[config.mk]
export PLATFORM = sky130hd
export DESIGN_NAME = backlight_enable_control
export DESIGN_NICKNAME = d
export VERILOG_FILES = /design/src/core/i2c_reg_slave.v /design/src/core/backlight_enable_control.v
export VERILOG_INCLUDE_DIRS = /design/src /design/src/core
export SDC_FILE = /design/constraint.sdc
export NUM_CORES = 1
export LEC_CHECK = 0
export BUFFER_PORTS_ARGS = -buffer_cell sky130_fd_sc_hd__clkbuf_2
export CELL_PAD_IN_SITES_DETAIL_PLACEMENT = 1
export CELL_PAD_IN_SITES_GLOBAL_PLACEMENT = 1
export CORE_UTILIZATION = 54
export CTS_BUF_LIST = sky130_fd_sc_hd__clkbuf_16
export CTS_CLUSTER_DIAMETER = 150
export DETAILED_ROUTE_END_ITERATION = 6
export MAX_ROUTING_LAYER = met4
export PLACE_DENSITY_LB_ADDON = 0.15
export SETUP_SLACK_MARGIN = 0.4
export SLEW_MARGIN = 5
export SYNTH_ARGS = -nofsm -noshare
export SYNTH_HDL_FRONTEND = slang
export SYNTH_SLANG_ARGS = --single-unit
[constraint.sdc]
create_clock -name clk -period 33.7 [get_ports clk]
set_input_delay 6.74 -clock clk [delete_from_list [all_inputs] [get_ports clk]]
set_output_delay 6.74 -clock clk [all_outputs]
set_load 0.01 [all_outputs]
[src/core/backlight_defines.vh]
// register offsets, field positions, reset values and timing counts of the backlight control
`ifndef BACKLIGHT_DEFINES_VH
`define BACKLIGHT_DEFINES_VH

// register offsets
`define REG_PWM_CTRL      8'h02
`define REG_BRT_LO        8'h04
`define REG_BRT_HI        8'h05
`define REG_SINK_EN       8'h08

// field positions
`define PWM_EN_BIT        0
`define PWM_POL_BIT       2
`define BL_ON_BIT         6
`define SINK_MSB          5

// reset values
`define PWM_CTRL_RST      8'h00
`define BRT_LO_RST        3'h7
`define BRT_HI_RST        8'h00
`define SINK_EN_RST       8'h00

// timing counts in clock cycles, and the ramp-down current step in code units
`define DETECT_CYCLES     8'h08
`define RAMP_DIV_CYCLES   8'h10
`define RAMP_STEP         11'h010

// power states
`define ST_STANDBY        2'h0
`define ST_STARTUP        2'h1
`define ST_RUN            2'h2
`define ST_RAMPDN         2'h3

`endif

[src/core/i2c_reg_slave.v]
// byte-wide i2c register slave with auto-incrementing pointer
`timescale 1ns/1ps
`default_nettype none

module i2c_reg_slave #(
   parameter [6:0] DEV_ADDR = 7'h11  // arbitrary value
) (
   // clock and reset
   input  wire       clk,
   input  wire       rst,
   // enable from power control
   input  wire       i2c_enable,
   // bus pins
   input  wire       scl_i,
   input  wire       sda_i,
   output wire       sda_o,
   output wire       sda_oe,
   // register port
   input  wire [7:0] rd_data,
   output wire [7:0] reg_addr,
   output wire       wr_stb,
   output wire [7:0] wr_data
);

   localparam [2:0] S_IDLE = 3'h0;
   localparam [2:0] S_ADDR = 3'h1;
   localparam [2:0] S_RX   = 3'h2;
   localparam [2:0] S_ACK  = 3'h3;
   localparam [2:0] S_TX   = 3'h4;
   localparam [2:0] S_RACK = 3'h5;

   reg [2:0] state_ff;
   reg [3:0] cnt_ff;
   reg [7:0] sh_ff;
   reg [7:0] tx_ff;
   reg [7:0] ptr_ff;
   reg       rw_ff;
   reg       first_ff;
   reg       nack_ff;
   reg       oe_ff;
   reg       wr_stb_ff;
   reg [7:0] wr_data_ff;
   reg       scl_q_ff;
   reg       sda_q_ff;

   wire scl_rise = scl_i & ~scl_q_ff;
   wire scl_fall = ~scl_i & scl_q_ff;
   wire start_c  = scl_i & scl_q_ff & sda_q_ff & ~sda_i;
   wire stop_c   = scl_i & scl_q_ff & ~sda_q_ff & sda_i;

   assign sda_o    = 1'b0;
   assign sda_oe   = oe_ff;
   assign reg_addr = ptr_ff;
   assign wr_stb   = wr_stb_ff;
   assign wr_data  = wr_data_ff;

   always @(posedge clk or posedge rst) begin
      if (rst) begin
         state_ff   <= S_IDLE;
         cnt_ff     <= 4'h0;
         sh_ff      <= 8'h00;
         tx_ff      <= 8'h00;
         ptr_ff     <= 8'h00;
         rw_ff      <= 1'b0;
         first_ff   <= 1'b0;
         nack_ff    <= 1'b0;
         oe_ff      <= 1'b0;
         wr_stb_ff  <= 1'b0;
         wr_data_ff <= 8'h00;
         scl_q_ff   <= 1'b1;
         sda_q_ff   <= 1'b1;
      end else begin
         scl_q_ff  <= scl_i;
         sda_q_ff  <= sda_i;
         wr_stb_ff <= 1'b0;
         // bus dead while disabled, no acknowledge
         if (!i2c_enable) begin
            state_ff <= S_IDLE;
            oe_ff    <= 1'b0;
         end else if (start_c) begin
            state_ff <= S_ADDR;
            cnt_ff   <= 4'h0;
            oe_ff    <= 1'b0;
         end else if (stop_c) begin
            state_ff <= S_IDLE;
            oe_ff    <= 1'b0;
         end else if (scl_rise) begin
            if (state_ff == S_ADDR || state_ff == S_RX) begin
               sh_ff  <= {sh_ff[6:0], sda_i};
               cnt_ff <= cnt_ff + 4'h1;
            end else if (state_ff == S_RACK) begin
               nack_ff <= sda_i;
            end
         end else if (scl_fall) begin
            case (state_ff)
               S_ADDR: begin
                  if (cnt_ff == 4'h8) begin
                     if (sh_ff[7:1] == DEV_ADDR) begin
                        oe_ff    <= 1'b1;
                        rw_ff    <= sh_ff[0];
                        first_ff <= ~sh_ff[0];
                        state_ff <= S_ACK;
                     end else begin
                        state_ff <= S_IDLE;
                     end
                  end
               end
               S_RX: begin
                  if (cnt_ff == 4'h8) begin
                     if (first_ff) begin
                        ptr_ff   <= sh_ff;
                        first_ff <= 1'b0;
                     end else begin
                        wr_stb_ff  <= 1'b1;
                        wr_data_ff <= sh_ff;
                     end
                     oe_ff    <= 1'b1;
                     state_ff <= S_ACK;
                  end
               end
               S_ACK: begin
                  cnt_ff <= 4'h0;
                  if (rw_ff) begin
                     tx_ff    <= {rd_data[6:0], 1'b0};
                     oe_ff    <= ~rd_data[7];
                     ptr_ff   <= ptr_ff + 8'h01;
                     state_ff <= S_TX;
                  end else begin
                     oe_ff    <= 1'b0;
                     state_ff <= S_RX;
                  end
               end
               S_TX: begin
                  if (cnt_ff == 4'h7) begin
                     oe_ff    <= 1'b0;
                     state_ff <= S_RACK;
                  end else begin
                     cnt_ff <= cnt_ff + 4'h1;
                     oe_ff  <= ~tx_ff[7];
                     tx_ff  <= {tx_ff[6:0], 1'b0};
                  end
               end
               S_RACK: begin
                  cnt_ff <= 4'h0;
                  if (nack_ff) begin
                     state_ff <= S_IDLE;
                  end else begin
                     tx_ff    <= {rd_data[6:0], 1'b0};
                     oe_ff    <= ~rd_data[7];
                     ptr_ff   <= ptr_ff + 8'h01;
                     state_ff <= S_TX;
                  end
               end
               default: state_ff <= S_IDLE;
            endcase
         end else if (wr_stb_ff) begin
            // auto-increment once the written byte has been handed over
            ptr_ff <= ptr_ff + 8'h01;
         end
      end
   end

endmodule // i2c_reg_slave

`default_nettype wire

[src/core/backlight_enable_control.v]
// power-state, sink-enable and brightness control of the led backlight
`timescale 1ns/1ps
`default_nettype none
`include "backlight_defines.vh"

// How it works
// - enable pin low puts device in shutdown and restores every register default.
// - in shutdown the i2c slave is held off and never acknowledges.
// - enable pin high gives standby with the i2c slave answering.
// - enable pin falling cuts sink current and puts i2c dead at once.
// - backlight off by register ramps current down, i2c stays alive.
// - sink-enable bits 5..0 switch each of six current sinks.
// - bit 6 of sink-enable turns backlight on, set after configuration.
// - sinks found grounded during startup are dropped automatically.
// - with pwm enabled and nonzero duty, brightness is scaled by duty.
// - standby keeps boost and all sinks off, register writes still work.
// - 11-bit code from two registers; low bits apply only on upper write.
module backlight_enable_control #(
   parameter [6:0] DEV_ADDR = 7'h11,  // arbitrary value
   parameter       NSINK    = 6
) (
   // clock and reset
   input  wire              clk,
   input  wire              rst,
   // power control pin
   input  wire              hw_enable_pin,
   // i2c pins
   input  wire              scl_i,
   input  wire              sda_i,
   output wire              sda_o,
   output wire              sda_oe,
   // pwm dimming input
   input  wire              pwm_in,
   // sink ground detectors
   input  wire [NSINK-1:0]  sink_grounded,
   // analog controls and power state
   output wire [10:0]       led_sink_current,
   output wire [NSINK-1:0]  sink_on,
   output wire              boost_on,
   output wire [1:0]        power_state
);

   // pin low resets everything without a clock
   wire rst_all = rst | ~hw_enable_pin;

   reg       en_s1_ff;
   reg       en_s2_ff;
   reg [7:0] pwm_ctrl_ff;
   reg [2:0] brt_lo_pend_ff;
   reg [2:0] brt_lo_ff;
   reg [7:0] brt_hi_ff;
   reg [7:0] sink_en_ff;
   reg [1:0] state_ff;
   reg [1:0] nxt_state;
   reg [7:0] cnt_ff;
   reg [7:0] nxt_cnt;
   reg [10:0] cur_ff;
   reg [10:0] nxt_cur;
   reg [NSINK-1:0] drop_ff;
   reg [NSINK-1:0] sink_on_ff;
   reg       boost_ff;
   reg [10:0] win_ff;
   reg [11:0] hi_cnt_ff;
   reg [11:0] duty_ff;

   wire [7:0] reg_addr;
   wire       wr_stb;
   wire [7:0] wr_data;
   reg  [7:0] rd_data;

   // slave is reset with the device and gated by the synced pin
   i2c_reg_slave #(
      .DEV_ADDR (DEV_ADDR)
   ) u_slave (
      .clk        (clk),
      .rst        (rst_all),
      .i2c_enable (en_s2_ff),
      .scl_i      (scl_i),
      .sda_i      (sda_i),
      .sda_o      (sda_o),
      .sda_oe     (sda_oe),
      .rd_data    (rd_data),
      .reg_addr   (reg_addr),
      .wr_stb     (wr_stb),
      .wr_data    (wr_data)
   );

   // two-flop sync of the enable pin
   always @(posedge clk or posedge rst_all) begin
      if (rst_all) begin
         en_s1_ff <= 1'b0;
         en_s2_ff <= 1'b0;
      end else begin
         en_s1_ff <= 1'b1;
         en_s2_ff <= en_s1_ff;
      end
   end

   // register file, defaults under shutdown reset
   always @(posedge clk or posedge rst_all) begin
      if (rst_all) begin
         pwm_ctrl_ff    <= `PWM_CTRL_RST;
         brt_lo_pend_ff <= `BRT_LO_RST;
         brt_lo_ff      <= `BRT_LO_RST;
         brt_hi_ff      <= `BRT_HI_RST;
         sink_en_ff     <= `SINK_EN_RST;
      end else if (wr_stb) begin
         case (reg_addr)
            `REG_PWM_CTRL: pwm_ctrl_ff <= wr_data;
            // low bits wait in a holding register
            `REG_BRT_LO:   brt_lo_pend_ff <= wr_data[2:0];
            `REG_BRT_HI: begin
               brt_hi_ff <= wr_data;
               brt_lo_ff <= brt_lo_pend_ff;
            end
            // sink selects and backlight on bit; bit 7 reserved
            `REG_SINK_EN:  sink_en_ff <= {1'b0, wr_data[6:0]};
            default:       sink_en_ff <= sink_en_ff;
         endcase
      end
   end

   always @* begin
      case (reg_addr)
         `REG_PWM_CTRL: rd_data = pwm_ctrl_ff;
         `REG_BRT_LO:   rd_data = {5'h00, brt_lo_pend_ff};
         `REG_BRT_HI:   rd_data = brt_hi_ff;
         `REG_SINK_EN:  rd_data = sink_en_ff;
         default:       rd_data = 8'h00;
      endcase
   end

   // pwm duty over a fixed 2048-cycle window; coarse below ~25 kHz base resolution
   wire pwm_active = pwm_in ^ pwm_ctrl_ff[`PWM_POL_BIT];

   always @(posedge clk or posedge rst_all) begin
      if (rst_all) begin
         win_ff    <= 11'h000;
         hi_cnt_ff <= 12'h000;
         duty_ff   <= 12'h000;
      end else begin
         win_ff <= win_ff + 11'h001;
         if (win_ff == 11'h7ff) begin
            duty_ff   <= hi_cnt_ff + {11'h000, pwm_active};
            hi_cnt_ff <= 12'h000;
         end else begin
            hi_cnt_ff <= hi_cnt_ff + {11'h000, pwm_active};
         end
      end
   end

   wire [10:0]      code     = {brt_hi_ff, brt_lo_ff};
   wire             pwm_en   = pwm_ctrl_ff[`PWM_EN_BIT];
   wire [22:0]      product  = code * duty_ff;
   // scale by duty only when pwm is enabled
   wire [10:0]      target   = pwm_en ? product[21:11] : code;
   wire [NSINK-1:0] sink_sel = sink_en_ff[`SINK_MSB:0] & ~drop_ff;
   wire             bl_on    = sink_en_ff[`BL_ON_BIT];
   wire             want_on  = en_s2_ff & bl_on & (code != 11'h000) &
                               (sink_en_ff[`SINK_MSB:0] != 6'h00) &
                               (~pwm_en | (duty_ff != 12'h000));

   // per-sink drop of grounded outputs during startup
   genvar g;
   generate
      for (g = 0; g < NSINK; g = g + 1) begin : g_drop
         always @(posedge clk or posedge rst_all) begin
            if (rst_all)
               drop_ff[g] <= 1'b0;
            // kept while still wanted, so an all-grounded set does not retry forever
            else if (state_ff == `ST_STANDBY && !want_on)
               drop_ff[g] <= 1'b0;
            else if (state_ff == `ST_STARTUP && sink_en_ff[g] && sink_grounded[g])
               drop_ff[g] <= 1'b1;
         end
      end
   endgenerate

   always @* begin
      nxt_state = state_ff;
      nxt_cnt   = cnt_ff;
      nxt_cur   = cur_ff;
      case (state_ff)
         `ST_STANDBY: begin
            nxt_cur = 11'h000;
            nxt_cnt = 8'h00;
            // backlight starts only from the on bit
            if (want_on && sink_sel != {NSINK{1'b0}})
               nxt_state = `ST_STARTUP;
         end
         `ST_STARTUP: begin
            nxt_cnt = cnt_ff + 8'h01;
            if (!want_on) begin
               nxt_state = `ST_STANDBY;
            end else if (cnt_ff == `DETECT_CYCLES - 8'h01) begin
               nxt_cnt   = 8'h00;
               nxt_state = (sink_sel == {NSINK{1'b0}}) ? `ST_STANDBY : `ST_RUN;
            end
         end
         `ST_RUN: begin
            nxt_cur = target;
            // switching off by register ramps instead of cutting
            if (!want_on) begin
               nxt_cur   = cur_ff;
               nxt_state = `ST_RAMPDN;
            end
         end
         `ST_RAMPDN: begin
            nxt_cnt = cnt_ff + 8'h01;
            if (cnt_ff == `RAMP_DIV_CYCLES - 8'h01) begin
               nxt_cnt = 8'h00;
               if (cur_ff > `RAMP_STEP)
                  nxt_cur = cur_ff - `RAMP_STEP;
               else
                  nxt_cur = 11'h000;
            end
            if (cur_ff == 11'h000)
               nxt_state = `ST_STANDBY;
         end
         default: nxt_state = `ST_STANDBY;
      endcase
   end

   // shutdown reset zeroes current, sinks and boost at once
   always @(posedge clk or posedge rst_all) begin
      if (rst_all) begin
         state_ff   <= `ST_STANDBY;
         cnt_ff     <= 8'h00;
         cur_ff     <= 11'h000;
         sink_on_ff <= {NSINK{1'b0}};
         boost_ff   <= 1'b0;
      end else begin
         state_ff <= nxt_state;
         cnt_ff   <= nxt_cnt;
         cur_ff   <= nxt_cur;
         // sinks and boost only outside standby and startup
         if (nxt_state == `ST_RUN || nxt_state == `ST_RAMPDN) begin
            sink_on_ff <= sink_sel;
            boost_ff   <= 1'b1;
         end else begin
            sink_on_ff <= {NSINK{1'b0}};
            boost_ff   <= 1'b0;
         end
      end
   end

   assign led_sink_current = cur_ff;
   assign sink_on          = sink_on_ff;
   assign boost_on         = boost_ff;
   assign power_state      = state_ff;

endmodule // backlight_enable_control

`default_nettype wire

==> flow_summary_export.csv, run 1 <==
group,metric,value,unit
run_status,status,"finished clean",
setup_path,path_delay_family,"flip-flops",
setup_path,critical_path_class,"reg -> out",
clock_network,clk_latency,430,ps
global_route,grt_max_degree,80,
logic_synthesis,synth_ff_type,"dfrtp_1",
logic_synthesis,yosysTopAreaCellShare,30.7,%
clock_network,cts_setup_buffers,0,
setup_path,cp_max_fo,24,
logic_synthesis,ys_warn_count,0,
worst_hold_path,hold_class,"reg -> reg",
setup_path,max_stage_delay,880,ps
sta,setup_viol,0,
setup_path,startpoint_type,"flop",
floorplan,die_y,146,um
global_route,grt.total_usage,30.8,%
logic_synthesis,yosysSeqAreaShare,32.6,%
global_route,grt_overflow_total,0,
final_layout,final_cell_mix,"nand2_1 (167), dfrtp_1 (137), inv_1 (133)",
logic_synthesis,synth_top_cell_by_area,"dfrtp_1",
logic_synthesis,ys_types,72,
setup_path,critPathCaptureType,"output pin",
clock_network,ctsLongestPathBuffers,2,
setup_path,worst_path_max_delay_cell,"dfrtp_1",
logic_synthesis,netlist_area,11200,um2
logic_synthesis,ys_async_sr_fraction,100,%
global_route,antenna_found_initial,0,
detailed_routing,drt-total-wl,30000,um
sta,skew,12.0,ps
placed_design,numPortBuffers,32,
final_layout,finish.net_count,1372,
floorplan,ios,34,
clock_network,htreeDepth,4,
sta,period_share,24.6,%
logic_synthesis,synth-edff-count,0,
clock_network,cts_tree,"yes",
sta,period_needed,8300,ps
floorplan,core-area,20200,um2
power_and_ir_drop,p_per_area,35.9,nW/um2
logic_synthesis,syn_area_per_cell,9.31,um2
setup_path,cp_num_buf_inv,1,
sta,holdWs,354,ps
detailed_routing,drtIter0Drc,430,
detailed_routing,num_vias,8698,
final_layout,fin_area,12100,um2
sta,hold_violations,0,
global_route,grt_pass1_wl,49800,um
sta,max_clock_freq,0.120,GHz
clock_network,cts_root_buf,"clkbuf_16",
final_layout,syn2layout_area_growth,8.49,%
sta,tightest_slew,990,ps
clock_network,clk_pin_slew_worst_paths,70,ps
logic_synthesis,synth_cells,1200,
detailed_routing,via_per_inst,5.85,
setup_path,worstPathCellList,"clkbuf_2",
sta,rsz0062_at_grt,"no",
clock_network,cts_buffers,17,
floorplan,initial_utilization,55.2,%
logic_synthesis,synthXorXnorAreaFrac,2.66,%
floorplan,die_w,146,um
floorplan,core.rowCount,52,
power_and_ir_drop,ir_drop,0.0325,mV
logic_synthesis,synth_top_family_by_area,"adder cells",
setup_path,cp.arrival,1560,ps
logic_synthesis,synthAdderAreaFrac,23.2,%
logic_synthesis,yosys_register_bits,145,
global_route,grt_pass1_vias,9610,
detailed_routing,final_antenna_net_count,0,
logic_synthesis,synth.area.top_cells,"dfrtp_1 (31%), fa_1 (16%), ha_1 (7.6%), nand2_1 (5.6%), inv_1 (4.4%)",
logic_synthesis,synth_mux_area_share,4.56,%
sta,fin_setup_tns,0,ps
logic_synthesis,synth_compound_area_share,11.0,%
logic_synthesis,synth-simple-area-share,19.7,%
detailed_routing,wl_per_cell,20.2,um
sta,maxSlewHeadroom,34.0,%
job,maxCapViolations,0,
clock_network,clock_sinks,145,
final_layout,drive_gt1_share,10.4,%
final_layout,finalCoreUtilization,59.9,%
placed_design,place.gp.congestion,0.909,
logic_synthesis,postSynthNetCount,1367,
placed_design,placedInstanceArea,11500,um2
power_and_ir_drop,p_total,0.435,mW
floorplan,die_area,21300,um2
power_and_ir_drop,leakage,6.08,nW
detailed_routing,drc_errors,0,
sta,drv_slew,0,
clock_network,cts.repair.resized,0,
detailed_routing,first_pass_iters,5,
clock_network,postCtsHoldBufs,0,
final_layout,layout_commonest_cell,"nand2_1",
setup_path,required,26960,ps
final_layout,diodes,0,
placed_design,place_hpwl,21300,um
synth_stat cells, types with 7 or more instances:
master,instances
and2_1,77
ha_1,68
mux2i_1,7
nand3_1,30
nor4_1,7
dfstp_2,8
nand4_1,9
a31oi_1,19
mux2_2,39
inv_1,131
a22oi_1,14
xor2_1,18
a21oi_1,45
nand2_1,167
dfrtp_1,137
fa_1,87
and3_1,18
o21ai_0,65
nor2_1,66
nor3_1,11
nand2b_1,17
xnor2_1,16
clkbuf_1,38
flip-flops by register name, summed over array words and instances (netlist names), 11 cells and up:
register	count
led_sink_current	11
duty_ff	12
win_ff	11
hi_cnt_ff	12
through the flow:
stage	setup slack, ps	std cells
global route	25190	1488
floorplan	17820	1200
global placement	25040	1456
CTS	25400	1488
detailed placement	24990	1456
finish	25400	1488
final cells by class:
class,count,area (um2)
Fill cell,2319,8110
Sequential cell,145,3640
Inverter,133,499
Clock inverter,15,205
Timing Repair Buffer,34,175
Clock buffer,17,425
Tap cell,270,338
Multi-Input combinational cell,874,6840
kinds of logic after synthesis:
group,after synthesis
AOI/OAI and AO/OA,197
and+or+nand+nor,440
DFF,145
muxes,46
other,2
buffers and inverters,181
xor gates and xnor gates,34
adders and majority gates,155
layer usage:
metal  wire length, um  GRT usage [%]  part of all wire (%)  vias up
met1             13000           37.8                    43     4442
met2             15300           52.3                    51      182
met3               845           4.01                   2.8       63
met4               816           10.5                   2.7        0
met5                 0              -                     0        -
li1                  -              -                     -     4011
power breakdown:
part           total (mW)  internal (mW)  leakage [nW]  switching [mW]
sequential          0.192          0.182          1.89         0.00952
combinational      0.0373         0.0140          3.87          0.0233
clock               0.206          0.125         0.313          0.0806
total               0.435          0.321          6.08           0.113
path summary, 6_finish.rpt:
kind	start	end	slack, ps	cells past startpoint
setup / recovery	power_state[0]	power_state[0]	25400	1
min in group asynchronous	hw_enable_pin	win_ff[3]	6700	3
setup reg to reg	brt_hi_ff[7]	led_sink_current[9]	27920	16
hold / removal	en_s1_ff	en_s2_ff	350	0
hold reg to reg	en_s1_ff	en_s2_ff	350	0
max in group asynchronous	rst	led_sink_current[9]	25530	4
Note: power is estimated with default switching activity, not from simulation.
==> inputs of run 2 (changes only) <==
--- a/config.mk
+++ b/config.mk
@@ -6,10 +6,11 @@
 export SDC_FILE = /design/constraint.sdc
 export NUM_CORES = 1
 export LEC_CHECK = 0
+export ABC_AREA = 1
 export BUFFER_PORTS_ARGS = -buffer_cell sky130_fd_sc_hd__clkbuf_2
 export CELL_PAD_IN_SITES_DETAIL_PLACEMENT = 1
 export CELL_PAD_IN_SITES_GLOBAL_PLACEMENT = 1
-export CORE_UTILIZATION = 54
+export CORE_UTILIZATION = 48
 export CTS_BUF_LIST = sky130_fd_sc_hd__clkbuf_16
 export CTS_CLUSTER_DIAMETER = 150
 export DETAILED_ROUTE_END_ITERATION = 6
==> constraint.sdc (replaced) <==
create_clock -name clk -period 8.5 [get_ports clk]
set_input_delay 1.7 -clock clk [delete_from_list [all_inputs] [get_ports clk]]
set_output_delay 1.7 -clock clk [all_outputs]
set_load 0.01 [all_outputs]
==> run 2 against run 1 <==
Clock-buffer cell count did not move; power rose to 4.0 times the previous value; sequential cell count did not move; worst setup slack got worse by 22000 ps; critical path depth rose by 21; non-clock buffer count fell by 1; sequential share of layout area fell by 1.3 points; cell count rose by 24%; global-route usage fell by 3.3 points; final area rose by 4.4%; synthesized cell count rose by 25%; sequential power rose to 4.0 times the previous value; critical endpoint is now led_sink_current[6]; highest routed layer unchanged.
==> flow_summary_export.csv, run 2 <==
group,metric,value,unit
logic_synthesis,synth_top_cell_by_area,"dfrtp_1",
detailed_routing,drt-total-wl,30700,um
logic_synthesis,syn_area_per_cell,7.76,um2
clock_network,cts_root_buf,"clkbuf_16",
setup_path,reg2reg_slack,2960,ps
clock_network,postCtsHoldBufs,0,
final_layout,final_cell_mix,"nand2_1 (409), inv_1 (305), dfrtp_1 (137)",
sta,period_needed,5540,ps
final_layout,finish.net_count,1676,
clock_network,cts.repair.resized,0,
detailed_routing,final_antenna_net_count,0,
sta,max_clock_freq,0.180,GHz
logic_synthesis,yosysSeqAreaShare,31.2,%
logic_synthesis,synth-edff-count,0,
clock_network,cts_setup_buffers,0,
global_route,antenna_found_initial,0,
global_route,grt_use_met3,4.71,%
logic_synthesis,yosys_register_bits,145,
logic_synthesis,yosysTopAreaCellShare,29.4,%
placed_design,place.gp.congestion,0.880,
global_route,grt_pass1_vias,10300,
setup_path,required,8830,ps
detailed_routing,via_per_inst,5.25,
sta,rsz0062_at_grt,"no",
worst_hold_path,hold_path_startpoint,"en_s1_ff",
sta,fin_setup_tns,0,ps
floorplan,die_area,24900,um2
logic_synthesis,postSynthNetCount,1668,
global_route,grt.busiest_layer,"met2",
logic_synthesis,synth.area.top_cells,"dfrtp_1 (29%), fa_1 (15%), nand2_1 (13%), inv_1 (9.8%), ha_1 (7.3%)",
detailed_routing,drtIter0Drc,465,
sta,tightest_slew,914,ps
global_route,grt_util_met1,34.7,%
logic_synthesis,ys_warn_count,0,
worst_hold_path,hold_end,"en_s2_ff",
worst_hold_path,hold-path-cell-count,0,
power_and_ir_drop,p_per_area,136,nW/um2
run_status,status,"finished clean",
global_route,grt_max_degree,146,
clock_network,clk_pin_slew_worst_paths,80,ps
logic_synthesis,synth_cells,1501,
clock_network,cts_buffers,17,
floorplan,initial_utilization,49.3,%
final_layout,top_regs,"duty_ff: 12 flops, hi_cnt_ff: 12 flops",
final_layout,fillers,2957,
power_and_ir_drop,p_total,1.73,mW
detailed_routing,num_vias,9663,
final_layout,finalCoreUtilization,53.6,%
logic_synthesis,ys_async_sr_fraction,100,%
setup_path,reg2reg_from,"brt_hi_ff[0]",
floorplan,ios,34,
worst_hold_path,hold_class,"reg -> reg",
floorplan,core.rowCount,56,
clock_network,clk_latency,450,ps
logic_synthesis,ys_types,57,
detailed_routing,drc_errors,0,
global_route,use_met2,45.5,%
setup_path,critical_path_class,"reg -> reg",
sta,hold_violations,0,
sta,maxSlewHeadroom,38.8,%
setup_path,cp.arrival,5880,ps
floorplan,die_y,158,um
detailed_routing,first_pass_iters,5,
sta,drv_slew,0,
floorplan,die_w,158,um
setup_path,startpoint_type,"flop",
final_layout,fin_area,12700,um2
job,maxCapViolations,0,
final_layout,syn2layout_area_growth,8.62,%
final_layout,drive_gt1_share,7.88,%
clock_network,cts_tree,"yes",
setup_path,r2r-end,"led_sink_current[6]",
setup_path,cp_max_fo,16,
sta,setup_viol,0,
logic_synthesis,netlist_area,11700,um2
clock_network,ctsLongestPathBuffers,2,
placed_design,place_hpwl,23200,um
global_route,grt.total_usage,27.4,%
global_route,grt_overflow_total,0,
placed_design,numPortBuffers,32,
global_route,grt_pass1_wl,51300,um
logic_synthesis,synth_ff_type,"dfrtp_1",
floorplan,core-area,23600,um2
setup_path,critPathCaptureType,"flop",
sta,period_share,65.2,%
power_and_ir_drop,leakage,6.86,nW
placed_design,placedInstanceArea,12000,um2
clock_network,clock_sinks,145,
clock_network,htreeDepth,4,
logic_synthesis,post-synth-top-count-cell,"nand2_1",
detailed_routing,wl_per_cell,16.7,um
logic_synthesis,yosys-top-cells-count,"nand2_1 (409), inv_1 (305), dfrtp_1 (137)",
final_layout,layout_commonest_cell,"nand2_1",
final_layout,diodes,0,
sta,holdWs,367,ps
power_and_ir_drop,ir_drop,0.172,mV
setup_path,worstRegToRegCells,22,
sta,skew,18.3,ps
-- run 2: cell count changes in the layout (fill, tap and decap cells not counted), moves of 14 or more --
| cell | change |
|---|---|
| mux2_2 | -37 |
| nand3_1 | +25 |
| and3_1 | -18 |
| and2_1 | -77 |
| nand2_1 | +242 |
| o21ai_1 | +26 |
| inv_1 | +172 |
| nand2b_1 | -17 |
| inv_2 | +14 |
-- run 2: worst max-delay path by stage --
stage | slack [ps] | startpoint | endpoint | depth (start not counted)
floorplan | 1660 | hw_enable_pin | boost_on | 2
global placement | 3170 | brt_hi_ff[0] | led_sink_current[5] | 20
detailed placement | 3030 | brt_hi_ff[0] | led_sink_current[6] | 22
CTS | 3000 | brt_hi_ff[0] | led_sink_current[6] | 22
global route | 2700 | brt_hi_ff[0] | led_sink_current[10] | 21
finish | 2960 | brt_hi_ff[0] | led_sink_current[6] | 22
-- run 2: critical path: stages (launching register included) --
cell	delay, ps
dfrtp_1	840
nand2_1	170
fa_1	540
fa_1	560
inv_1	70
fa_1	460
fa_1	550
inv_1	60
fa_1	540
inv_1	50
ha_1	340
nand2_1	200
inv_1	60
a21boi_0	300
nor2_1	70
nor2_1	130
nand2_1	70
nand2_1	70
nand3_1	60
nand2_1	90
o21ai_0	70
nand2_1	70
nand2_1	40
-- run 2: stage by stage --
step / cells / setup slack [ps]
floorplan: 1501 / 1660
global route: 1841 / 2700
CTS: 1841 / 3000
finish: 1841 / 2960
global placement: 1809 / 3170
detailed placement: 1809 / 3030
-- run 2: power by group --
part | switching [mW] | internal, mW | leakage, nW
logic | 0.109 | 0.0564 | 4.70
registers | 0.0336 | 0.731 | 1.87
clock network | 0.349 | 0.447 | 0.296
-- run 2: cells by family after synthesis --
family | synth area share, %
compound gates | 9.34
xor+xnor | 2.41
fa+ha+maj | 22.2
buf+inv | 12.0
flops | 31.2
mux | 0.193
other cells | 0.0645
simple gates | 22.5
-- run 2: metal layers --
metal  wire (um)  vias to the layer above
li1            -                     4636
met1       14000                     4839
met2       15000                      150
met3        1150                       38
met4         461                        0
met5           0                        -
-- run 2: cell type report --
| class | count | area (um2) | area share, % |
|---|---|---|---|
| multi-input combinational | 992 | 6620 | 52.3 |
| sequential | 145 | 3640 | 28.7 |
| inverter | 320 | 1200 | 9.49 |
| clock buffer | 17 | 425 | 3.36 |
| tap | 319 | 399 | 3.15 |
| clock inverter | 15 | 189 | 1.49 |
| timing repair buffer | 33 | 180 | 1.42 |
